## config.mk

```make
export PLATFORM = sky130hd
export DESIGN_NAME = swr_supervisor
export DESIGN_NICKNAME = d
export VERILOG_FILES = /design/src/verilog/swr_pkg.sv /design/src/verilog/swr_supervisor.sv
export SDC_FILE = /design/constraint.sdc
export NUM_CORES = 1
export LEC_CHECK = 0
export ABC_AREA = 1
export CORE_MARGIN = 4
export CORE_UTILIZATION = 50
export DETAILED_ROUTE_END_ITERATION = 10
export DONT_BUFFER_PORTS = 1
export HOLD_SLACK_MARGIN = 0.08
export PLACE_DENSITY_LB_ADDON = 0.1
export SYNTH_ARGS = -nofsm -noshare
export SYNTH_HDL_FRONTEND = slang
export SYNTH_SLANG_ARGS = --single-unit
```

## constraint.sdc

```tcl
create_clock -name clk_in -period 3.4 [get_ports clk_in]
set_input_delay 0.17 -clock clk_in [delete_from_list [all_inputs] [get_ports clk_in]]
set_output_delay 0.17 -clock clk_in [all_outputs]
set_load 0.1 [all_outputs]
```

## src/verilog/swr_pkg.sv

```systemverilog
// Constants, types and timing figures of the supervisory watchdog
package swr_pkg;

   // ----------------------------------------------------------------
   // Clock and time figures
   // ----------------------------------------------------------------
   localparam int  CLK_MHZ      = 200;
   localparam real TICK_US      = 1.0;
   localparam real KICK_MIN_US  = 6.5;
   localparam real KICK_IGN_US  = 1.0;
   localparam real REDL_US      = 1.5;
   localparam real RRDL_US      = 1.0;
   localparam real SWITCH_US    = 100.0;
   localparam real RST_MIN_MS   = 1.0;
   localparam real RST_TYP_MS   = 5.0;
   localparam real RST_MAX_MS   = 116.09;
   localparam real WP_MIN_MS    = 6.8;
   localparam real WP_MAX_MS    = 217.36;
   localparam int  LONG_X       = 8;

   // ----------------------------------------------------------------
   // Derived cycle counts
   // ----------------------------------------------------------------
   localparam int TICK_CYC     = int'($floor(TICK_US * CLK_MHZ));
   localparam int KICK_MIN_CYC = int'($ceil(KICK_MIN_US * CLK_MHZ));
   localparam int KICK_IGN_CYC = int'($ceil(KICK_IGN_US * CLK_MHZ));
   localparam int REDL_CYC     = int'($floor(REDL_US * CLK_MHZ));
   localparam int RRDL_CYC     = int'($floor(RRDL_US * CLK_MHZ));
   localparam int SWITCH_CYC   = int'($floor(SWITCH_US * CLK_MHZ));

   // ----------------------------------------------------------------
   // Period settings, in microsecond ticks
   // ----------------------------------------------------------------
   localparam int WP_W  = 18;
   localparam int RP_W  = 17;
   localparam int CNT_W = WP_W + 3;
   localparam logic [CNT_W-1:0] RST_MIN = CNT_W'(int'(RST_MIN_MS * 1000.0));
   localparam logic [CNT_W-1:0] RST_MAX = CNT_W'(int'(RST_MAX_MS * 1000.0));
   localparam logic [CNT_W-1:0] WP_MIN  = CNT_W'(int'(WP_MIN_MS * 1000.0));
   localparam logic [CNT_W-1:0] WP_MAX  = CNT_W'(int'(WP_MAX_MS * 1000.0));
   localparam logic [RP_W-1:0]  RST_TYP = RP_W'(int'(RST_TYP_MS * 1000.0));

   // ----------------------------------------------------------------
   // Types
   // ----------------------------------------------------------------
   typedef enum logic [1:0] {WIN_100, WIN_50, WIN_75} swr_win_t;

   typedef struct packed {
      logic [WP_W-1:0] kick_period;
      logic [RP_W-1:0] reset_period;
      swr_win_t        window;
   } swr_cfg_t;

endpackage

```

## src/verilog/swr_supervisor.sv

```systemverilog
// Supervisor top: kick watchdog, reset generator, enable switchover
`timescale 1ns/10ps

module swr_supervisor #(
   parameter bit GATED        = 1'b0,
   parameter int TICK_CYCLES  = swr_pkg::TICK_CYC,
   parameter int SWITCH_DELAY = swr_pkg::SWITCH_CYC
) (
   input  wire logic             clk_in,
   input  wire logic             arst_n_in,
   input  wire swr_pkg::swr_cfg_t cfg_in,
   input  wire logic             supply_monitor_in,
   input  wire logic             gate_in,
   input  wire logic             watchdog_kick_in,
   output logic                  reset_n_out,
   output logic                  reset_oe_n_out,
   output logic                  enable_n_out,
   output logic                  enable_oe_n_out
);

   localparam int CW = swr_pkg::CNT_W;
   localparam int TW = $clog2(TICK_CYCLES + 1);
   localparam int KW = $clog2(swr_pkg::KICK_MIN_CYC + 1);
   localparam int DW = $clog2(swr_pkg::REDL_CYC + 1);
   localparam int SW = $clog2(SWITCH_DELAY + 1);
   if (SWITCH_DELAY < 1 || TICK_CYCLES < 1 ||
       swr_pkg::KICK_MIN_CYC <= swr_pkg::KICK_IGN_CYC) begin : g_chk
      $error("swr_supervisor: unusable timing parameters");
   end

   function automatic logic [CW-1:0] clampv(input logic [CW-1:0] v,
                                             input logic [CW-1:0] lo,
                                             input logic [CW-1:0] hi);
      return (v < lo) ? lo : ((v > hi) ? hi : v);
   endfunction

   typedef enum logic {WD_OFF, WD_RUN} swr_wd_t;
   typedef enum logic [1:0] {RST_HOLD, RST_TIME, RST_IDLE} swr_rst_t;

   // ----------------------------------------------------------------
   // Microsecond timebase
   // ----------------------------------------------------------------
   logic [TW-1:0] tick_cnt_q;
   logic          tick_q;
   wire           tick_wrap = tick_cnt_q == TW'(TICK_CYCLES - 1);

   always_ff @(posedge clk_in or negedge arst_n_in) begin
      if (!arst_n_in) begin
         tick_cnt_q <= '0;
         tick_q     <= 1'b0;
      end else begin
         tick_cnt_q <= tick_wrap ? '0 : tick_cnt_q + TW'(1);
         tick_q     <= tick_wrap;
      end
   end

   // ----------------------------------------------------------------
   // Kick pulse filter
   // ----------------------------------------------------------------
   // Narrow glitches clear the count when they fall, so they cannot kick
   logic [KW-1:0] kick_cnt_q;
   wire kick_full  = kick_cnt_q == KW'(swr_pkg::KICK_MIN_CYC);
   wire kick_pulse = watchdog_kick_in &&
                     kick_cnt_q == KW'(swr_pkg::KICK_MIN_CYC - 1);

   always_ff @(posedge clk_in or negedge arst_n_in) begin
      if (!arst_n_in) begin
         kick_cnt_q <= '0;
      end else if (!watchdog_kick_in) begin
         kick_cnt_q <= '0;
      end else if (!kick_full) begin
         kick_cnt_q <= kick_cnt_q + KW'(1);
      end
   end

   // ----------------------------------------------------------------
   // Period selection
   // ----------------------------------------------------------------
   swr_wd_t       wd_state_q;
   logic [CW-1:0] wd_cnt_q;
   logic          first_q;
   wire [CW-1:0]  wd_period = clampv(CW'(cfg_in.kick_period),
                                     swr_pkg::WP_MIN, swr_pkg::WP_MAX);
   wire [CW-1:0]  rst_lim   = clampv(CW'(cfg_in.reset_period),
                                     swr_pkg::RST_MIN, swr_pkg::RST_MAX);
   wire [CW-1:0]  wd_long   = {wd_period[swr_pkg::WP_W-1:0], 3'h0};
   wire [CW-1:0]  wd_limit  = first_q ? wd_long : wd_period;
   wire [CW-1:0]  early     =
      (cfg_in.window == swr_pkg::WIN_50) ? (wd_limit >> 1) :
      (cfg_in.window == swr_pkg::WIN_75) ? (wd_limit >> 2) : '0;

   // ----------------------------------------------------------------
   // Watchdog
   // ----------------------------------------------------------------
   swr_rst_t rst_state_q;
   swr_rst_t rst_state_d;
   logic [CW-1:0] rst_cnt_q;
   logic [CW-1:0] rst_cnt_d;
   wire rst_idle   = rst_state_q == RST_IDLE;
   wire wd_run     = GATED ? gate_in : rst_idle;
   wire wd_on      = wd_state_q == WD_RUN;
   wire wd_expire  = wd_on && tick_q && wd_cnt_q >= wd_limit - CW'(1);
   wire kick_early = wd_on && kick_pulse && wd_cnt_q < early;
   wire kick_ok    = wd_on && kick_pulse && !kick_early;
   wire wd_fault   = kick_early || wd_expire;
   always_ff @(posedge clk_in or negedge arst_n_in) begin
      if (!arst_n_in) begin
         wd_state_q <= WD_OFF;
         wd_cnt_q   <= '0;
         first_q    <= 1'b0;
      end else if (!wd_run) begin
         wd_state_q <= WD_OFF;
         wd_cnt_q   <= '0;
         first_q    <= GATED;
      end else begin
         wd_state_q <= WD_RUN;
         if (wd_fault || kick_ok) begin
            wd_cnt_q <= '0;
            first_q  <= 1'b0;
         end else if (tick_q) begin
            wd_cnt_q <= wd_cnt_q + CW'(1);
         end
      end
   end

   // ----------------------------------------------------------------
   // Reset generator
   // ----------------------------------------------------------------
   // Gated variant reuses the generator as the enable source
   wire rst_cond = (GATED ? !gate_in : !supply_monitor_in) ||
                   wd_fault;
   always_comb begin
      rst_state_d = rst_state_q;
      rst_cnt_d   = rst_cnt_q;
      if (rst_cond) begin
         rst_state_d = RST_HOLD;
         rst_cnt_d   = '0;
      end else begin
         unique case (rst_state_q)
            RST_HOLD: begin
               rst_state_d = RST_TIME;
               rst_cnt_d   = '0;
            end
            RST_TIME: begin
               if (tick_q && rst_cnt_q == rst_lim - CW'(1)) begin
                  rst_state_d = RST_IDLE;
               end else if (tick_q) begin
                  rst_cnt_d = rst_cnt_q + CW'(1);
               end
            end
            RST_IDLE: rst_state_d = RST_IDLE;
            default:  rst_state_d = RST_HOLD;
         endcase
      end
   end

   logic reset_n_q;
   always_ff @(posedge clk_in or negedge arst_n_in) begin
      if (!arst_n_in) begin
         rst_state_q <= RST_HOLD;
         rst_cnt_q   <= '0;
         reset_n_q   <= GATED;
      end else begin
         rst_state_q <= rst_state_d;
         rst_cnt_q   <= rst_cnt_d;
         reset_n_q   <= GATED || rst_state_d == RST_IDLE;
      end
   end

   // ----------------------------------------------------------------
   // Enable follower and switchover
   // ----------------------------------------------------------------
   logic          en_follow_q;
   logic [DW-1:0] en_cnt_q;
   logic [1:0]    fault_cnt_q;
   logic          ovr_run_q;
   logic [SW-1:0] ovr_cnt_q;
   logic          sw_over_q;
   logic          enable_n_q;
   wire rst_act  = !rst_idle;
   wire en_wrap  = en_cnt_q == DW'(swr_pkg::REDL_CYC - 1);
   wire third    = wd_fault && fault_cnt_q == 2'h2;
   wire ovr_wrap = ovr_cnt_q == SW'(SWITCH_DELAY - 1);

   always_ff @(posedge clk_in or negedge arst_n_in) begin
      if (!arst_n_in) begin
         en_follow_q <= 1'b1;
         en_cnt_q    <= '0;
      end else if (rst_act == en_follow_q) begin
         en_cnt_q    <= '0;
      end else if (en_wrap) begin
         en_follow_q <= rst_act;
         en_cnt_q    <= '0;
      end else begin
         en_cnt_q    <= en_cnt_q + DW'(1);
      end
   end

   // Fault tally is sticky until power-on reset: switchover is final
   always_ff @(posedge clk_in or negedge arst_n_in) begin
      if (!arst_n_in) begin
         fault_cnt_q <= 2'h0;
         ovr_run_q   <= 1'b0;
         ovr_cnt_q   <= '0;
         sw_over_q   <= 1'b0;
      end else begin
         if (wd_fault && fault_cnt_q != 2'h3) begin
            fault_cnt_q <= fault_cnt_q + 2'h1;
         end
         if (third) begin
            ovr_run_q <= 1'b1;
         end else if (ovr_run_q && ovr_wrap) begin
            ovr_run_q <= 1'b0;
            sw_over_q <= 1'b1;
         end
         if (ovr_run_q && !ovr_wrap) begin
            ovr_cnt_q <= ovr_cnt_q + SW'(1);
         end
      end
   end

   always_ff @(posedge clk_in or negedge arst_n_in) begin
      if (!arst_n_in) begin
         enable_n_q <= 1'b0;
      end else begin
         enable_n_q <= !(en_follow_q || sw_over_q);
      end
   end

   assign reset_n_out     = reset_n_q;
   assign reset_oe_n_out  = reset_n_q;
   assign enable_n_out    = enable_n_q;
   assign enable_oe_n_out = enable_n_q;

   // ----------------------------------------------------------------
   // Assertions
   // ----------------------------------------------------------------
   localparam int ST_LAT = 1;
endmodule

```

[Word-level counts from Yosys, hierarchy flattened]
Cells that the tools add are included.
Storage, ports and cells
  output and inout bits: 4
  flip-flop bits (word level): 97
  word-level logic and storage cells: 105
  bits of input ports: 42
Cells by class
  eq/ne operators: 19
  mux-type cells: 27
  $add $sub $neg: 9
  $lt $le $gt $ge: 6
  reduce and logical (&&, ||, !) cells: 26
  bitwise gates (word level): 2
Operators by type and width (number)
  $mux 21: 7
  $add 21x1->21 const B: 2
  $pmux 21 s2: 1
  $mux 18: 2
  $mux 17: 2
  $eq 11x11->1 const B: 2
  $mux 11: 2
  $eq 21x21->1: 1
  $ge 21x21->1: 1
  $lt 21x20->1: 1
  $sub 21x1->21 const B: 1
  $mux 20: 1
  $mux 19: 1
  $gt 18x18->1 const B: 1
  $lt 18x13->1 const B: 1
  $mux 9: 2
  $sub 17x1->18 const B: 1
  $gt 17x17->1 const B: 1
  $lt 17x10->1 const B: 1
  $add 15x1->15 const B: 1
  $eq 15x15->1 const B: 1
  $add 11x1->11 const B: 1
  $logic_and 1x1->1: 11
  $add 9x1->9 const B: 1
  23 further kinds: 43

[Longest topological paths before layout]
  word-level depth: 13
  depth in mapped cells: 31
  gate-level depth less buffers: 29

[Worst setup path after synthesis]
OpenSTA, ideal clock, no wires.
  kind: input to register
  from: in cfg_in[34] (netlist bit)
  to: reg rst_cnt_q[0]
  setup time: 66 ps
  cell stages on the path: 25
  path slack: -314 ps
  data arrival time: 3649 ps
  cells stage by stage: nor2_1 > nand3_1 > a311oi_1 > nand2_1 > buf_2 > nand3_1 > ha_1 > nand3_1 > nor4_2 > nand3_1 > xor2_1 > ha_1 > nand4_1 > o21bai_1 > nand3_1 > nand2_1 > nand2_1 > nand2_1 > nand2_1 > nand2_1 > nand2_1 > nor2_1 > clkbuf_1 > nand4_1 > nand2_1
Between the ends
  longest elaborated chain between the ends: 12
  elaborated cells between the ends (all ways): 19
  classes of those cells: add/sub: 1; order compare: 4; eq/ne: 2; mux: 6; reduce/logical: 6
RTL lines
  start: declaration: line swr_supervisor.sv:11  | input wire swr_pkg::swr_cfg_t cfg_in,
  $gt 18x18->1: line swr_supervisor.sv:34  | return (v < lo) ? lo : ((v > hi) ? hi : v);
  $mux 18: line swr_supervisor.sv:34
  $mux 18 *: line swr_supervisor.sv:34
  $mux 21 *: line swr_supervisor.sv:87  | wire [CW-1:0] wd_limit = first_q ? wd_long : wd_period;
  branches (longest 4 deep; another with $sub 21x1->21)
  $logic_or 1x1->1 *: line swr_supervisor.sv:105  | wire wd_fault = kick_early || wd_expire;
  $logic_or 1x1->1 *: line swr_supervisor.sv:130  | wire rst_cond = (GATED ? !gate_in : !supply_monitor_in) ||
  $ne 3x3->1 (no source line) or $reduce_bool 3->1 (tied branches)
  $reduce_and 3->1 (no source line)
  end signal: assignment: line swr_supervisor.sv:165  | rst_cnt_q <= rst_cnt_d;
  end: declaration: line swr_supervisor.sv:97  | logic [CW-1:0] rst_cnt_q;
Every way passes the cells marked *.
A chain may end at the register's enable or synchronous reset.

[Final worst setup path]
  from: in cfg_in[32] (netlist bit)
  to: reg rst_cnt_q[5]
The elaborated chain is that of the path after synthesis.

==> results_tabular.tex <==
\begin{tabular}{lr}
\hline
Metric & Value \\
\hline
\multicolumn{2}{l}{\textbf{Setup path}} \\
\quad Maximum fanout count along the critical path & 8 \\
\quad CP Launch Type & input pin \\
\quad Cell mode on critical path & sky130\_fd\_sc\_hd\_\_nand2\_1 \\
\quad Delay contributed by the slowest stage of the critical path & 0.36 ns \\
\quad Critical path class & input pin to flop \\
\quad Arrival time worst endpoint & 3.71 ns \\
\quad Worst path slowest cell & sky130\_fd\_sc\_hd\_\_nor4\_4 \\
\quad Data required, critical path & 3.68 ns \\
\quad Crit path capture type & flop \\
\multicolumn{2}{l}{\textbf{Timing}} \\
\quad Clock period minus worst slack & 3.43 ns \\
\quad Slack of the critical path & -0.0282 ns \\
\quad Fin Clk Skew & 0.0112 ns \\
\quad Maximum operating frequency & 0.292 GHz \\
\quad RSZ-0062 raised after global routing & true \\
\quad Slew of the pin with the lowest slew margin & 0.934 ns \\
\quad Worst hold margin & 0.171 ns \\
\quad Final count of negative-setup-slack endpoints & 4 \\
\quad Relative slew margins & 37.9\% \\
\quad Slew Viols, Final & 0 \\
\quad Count of endpoints failing hold in the final timing report & 0 \\
\quad Period utilisation layout & 101\% \\
\multicolumn{2}{l}{\textbf{Detailed routing}} \\
\quad Via count & 6994 \\
\quad First-pass detailed-route iteration total & 5 \\
\quad Average detailed-routed wire length per instance & 13.6 um \\
\quad DRC & 0 \\
\quad Final wirelength & 18.0 mm \\
\quad Routed Antenna Nets & 0 \\
\quad DRC marker count from the first detailed-route iteration & 337 \\
\quad Post-detailed-route via-to-cell ratio & 5.27 \\
\multicolumn{2}{l}{\textbf{Place}} \\
\quad Estimated wirelength of the detail-placed design & 13.0 mm \\
\quad IO Port Bufs & 0 \\
\quad Final RePlAce weighted congestion & 0.839 \\
\quad Number of placed instances with taps included & 1289 \\
\multicolumn{2}{l}{\textbf{Layout}} \\
\quad Commonest non-fill, non-tap cell in the layout & sky130\_fd\_sc\_hd\_\_nand2\_1 \\
\quad Share of post-route cells with drive strength above 1 & 17.2\% \\
\quad Final \#Nets & 1229 \\
\quad Layout area overhead & 19.9\% \\
\quad Finished Layout Cells & 1328 \\
\quad Inserted Diodes & 0 \\
\quad Most frequent cells in the layout & sky130\_fd\_sc\_hd\_\_nand2\_1, sky130\_fd\_sc\_hd\_\_inv\_1, sky130\_fd\_sc\_hd\_\_nor2\_1, sky130\_fd\_sc\_hd\_\_dfrtp\_1, sky130\_fd\_sc\_hd\_\_nand3\_1 \\
\multicolumn{2}{l}{\textbf{CTS}} \\
\quad Clk Tree Root Cell & sky130\_fd\_sc\_hd\_\_clkbuf\_16 \\
\quad Maximum clock path buffer count & 2 \\
\quad CTS tree & yes \\
\quad Clock edge transition at the registers on the reported setup and hold paths & 0.07 ns \\
\quad Skew-Pair Late Insertion Delay & 0.35 ns \\
\quad H-tree levels & 3 \\
\quad CTS Buf Count & 9 \\
\quad CTS Sinks & 96 \\
\multicolumn{2}{l}{\textbf{Global routing}} \\
\quad Wire length of the first global-routing pass & 29.1 mm \\
\quad GRT overflow & 0 \\
\quad Via count of the first global-routing pass & 6351 \\
\quad Total routing resource utilization after global routing & 20.7\% \\
\quad Pin count of the biggest net entering global routing & 97 \\
\quad Number of antenna violations at the first check in global routing & 0 \\
\multicolumn{2}{l}{\textbf{Die}} \\
\quad Area of the die & 17100 um\^{}2 \\
\quad Height of the chip & 131 um \\
\quad Initial core utilization & 51.6\% \\
\quad Width of the die & 131 um \\
\quad Count of boundary I/O pins & 46 \\
\quad Core footprint & 14600 um\^{}2 \\
\quad Cell row count & 44 \\
\multicolumn{2}{l}{\textbf{Run}} \\
\quad Max Cap Violations & 0 \\
\multicolumn{2}{l}{\textbf{Synth}} \\
\quad Total standard cell area after synthesis & 7550 um\^{}2 \\
\quad Fraction of the yosys area taken by sequential cells & 31.8\% \\
\quad Mapped Cells & 1073 \\
\quad Synthesized flop and latch total & 96 \\
\quad Syn\_area\_per\_cell & 7.04 um\^{}2 \\
\quad Primary FF master, synth & sky130\_fd\_sc\_hd\_\_dfrtp\_1 \\
\quad Count of unique library cells instantiated by Yosys & 48 \\
\quad Number of enable-type register cells in the synthesized netlist & 0 \\
\quad Synthesis warning total & 0 \\
\quad Async SR Flop Fraction & 100\% \\
\multicolumn{2}{l}{\textbf{Pwr}} \\
\quad Peak supply drop & 273 uV \\
\quad Static Leakage & 4.41 nW \\
\quad Power per Cell Area & 291 nW/um\^{}2 \\
\quad Clock share of power & 40.3\% \\
\quad Power Internal & 0.00197 W \\
\quad Switching part of the total power & 25.2\% \\
\quad Sequential cell fraction of total power & 43.7\% \\
\quad Share of total power in combinational logic & 15.9\% \\
\quad Net switching power figure & 0.000664 W \\
\multicolumn{2}{l}{\textbf{Worst hold path}} \\
\quad Worst hold-check path type & input pin to flop \\
\multicolumn{2}{l}{\textbf{Outcome}} \\
\quad Failing checks & negative setup slack \\
\quad Run status & complete, but fails checks \\
\hline
\end{tabular}
cell type report:
class | count | area (um^2)
fill | 1332 | 5590
multi-input combinational | 805 | 4830
sequential | 96 | 2410
timing repair buffer | 75 | 709
inverter | 152 | 576
clock buffer | 12 | 236
tap | 184 | 230
clock inverter | 4 | 70.1
flip-flops by register name, summed over array words and instances (netlist names):
register,flops
en_cnt_q,9
en_follow_q,1
enable_n_out,1
fault_cnt_q,2
kick_cnt_q,11
ovr_cnt_q,15
ovr_run_q,1
reset_n_out,1
rst_cnt_q,21
rst_state_q,2
sw_over_q,1
tick_cnt_q,8
tick_q,1
wd_cnt_q,21
wd_on,1
Yosys cell counts, types with 5 or more instances:
library cell               count  area share (%)
sky130_fd_sc_hd__nand2_2       6            0.50
sky130_fd_sc_hd__ha_1         48             8.0
sky130_fd_sc_hd__nor2_2       13             1.1
sky130_fd_sc_hd__nor3_1       33             2.2
sky130_fd_sc_hd__nor2_4        5            0.75
sky130_fd_sc_hd__nor4_1       25             2.1
sky130_fd_sc_hd__o22ai_1      13             1.1
sky130_fd_sc_hd__xnor2_1       8            0.93
sky130_fd_sc_hd__inv_1       148             7.4
sky130_fd_sc_hd__nand2_1     234              12
sky130_fd_sc_hd__nor3b_1       9            0.89
sky130_fd_sc_hd__a211oi_1      5            0.50
sky130_fd_sc_hd__nand3_2       6            0.80
sky130_fd_sc_hd__xor2_1       48             5.6
sky130_fd_sc_hd__o21ai_0      19             1.3
sky130_fd_sc_hd__dfrtp_1      95              31
sky130_fd_sc_hd__nand3_1      86             5.7
sky130_fd_sc_hd__nand3b_1      6            0.60
sky130_fd_sc_hd__clkbuf_1     12            0.60
sky130_fd_sc_hd__a21oi_1      46             3.0
sky130_fd_sc_hd__or2_2         6            0.50
sky130_fd_sc_hd__nand4_1      36             3.0
sky130_fd_sc_hd__nor2_1      122             6.1
sky130_fd_sc_hd__and3_1        6            0.50
critical path: cells and delay by family:
kind / cells / cell delay, ns
compound gates: 2 / 0.20
simple gates: 19 / 2.00
fa+ha+maj: 2 / 0.49
buf+inv: 5 / 0.63
xor+xnor: 1 / 0.21
layer usage:
metal / vias up / part of all wire [%] / global-route usage [%] / wire (um)
li1: 3675 / - / - / -
met1: 3151 / 49 / 31.4 / 8780
met2: 145 / 45 / 31.6 / 8150
met3: 23 / 4.8 / 2.28 / 866
met4: 0 / 1.4 / 5.08 / 255
met5: - / 0 / 0 / 0
power groups by stage:
stage | clock (W) | sequential, W | combinational, W
2_1_floorplan | 0 | 0.00117 | 0.000229
5_1_grt | 0.00114 | 0.00115 | 0.000473
3_5_place_dp | 0 | 0.00117 | 0.000329
6_report | 0.00106 | 0.00115 | 0.000419
3_3_place_gp | 0 | 0.00117 | 0.000326
4_1_cts | 0.00109 | 0.00115 | 0.000370
timing repair:
action / 4_1_cts / 5_1_grt
hold endpoints to repair: 105 / 0
cloned: 0 / 6
buffers inserted: 5 / 8
pin swaps: 15 / 15
endpoints found under the setup margin: 25 / 49
gates resized for setup: 13 / 78
hold buffers: 4 / 0
per-stage QoR:
step	power, W	setup TNS [ns]	worst slack (ns)	util (%)	area (um^2)
detailed placement	0.00150	-16.78	-0.423	55.4	8110
CTS	0.00261	-0.375	-0.0267	58.5	8560
finish	0.00263	-0.0530	-0.0282	61.8	9050
global placement	0.00150	-18.19	-0.444	55.4	8110
floorplan	0.00140	-0.138	-0.0112	-	7620
global route	0.00276	-8.52	-0.307	61.8	9050
kinds of logic after synthesis:
| group | share of synthesized area (%) |
|---|---|
| buf+inv | 9.23 |
| xor+xnor | 6.49 |
| compound gates | 7.72 |
| flops | 31.8 |
| other cells | 0.0496 |
| fa+ha+maj | 7.95 |
| simple gates | 36.7 |
worst paths after layout:
check,start,endpoint,slack [ns],cells after the start
worst max-delay path,cfg_in[32],rst_cnt_q[5],-0.03,29
worst min-delay path,supply_monitor_in,rst_state_q[1],0.17,4
worst max register to register,rst_cnt_q[0],rst_cnt_q[18],0.52,15
worst min register to register,sw_over_q,enable_n_out,0.43,1
max in group asynchronous,arst_n_in,reset_n_out,2.58,2
min in group asynchronous,arst_n_in,wd_cnt_q[15],0.39,2
No activity file was read; power rests on OpenSTA's default activity.
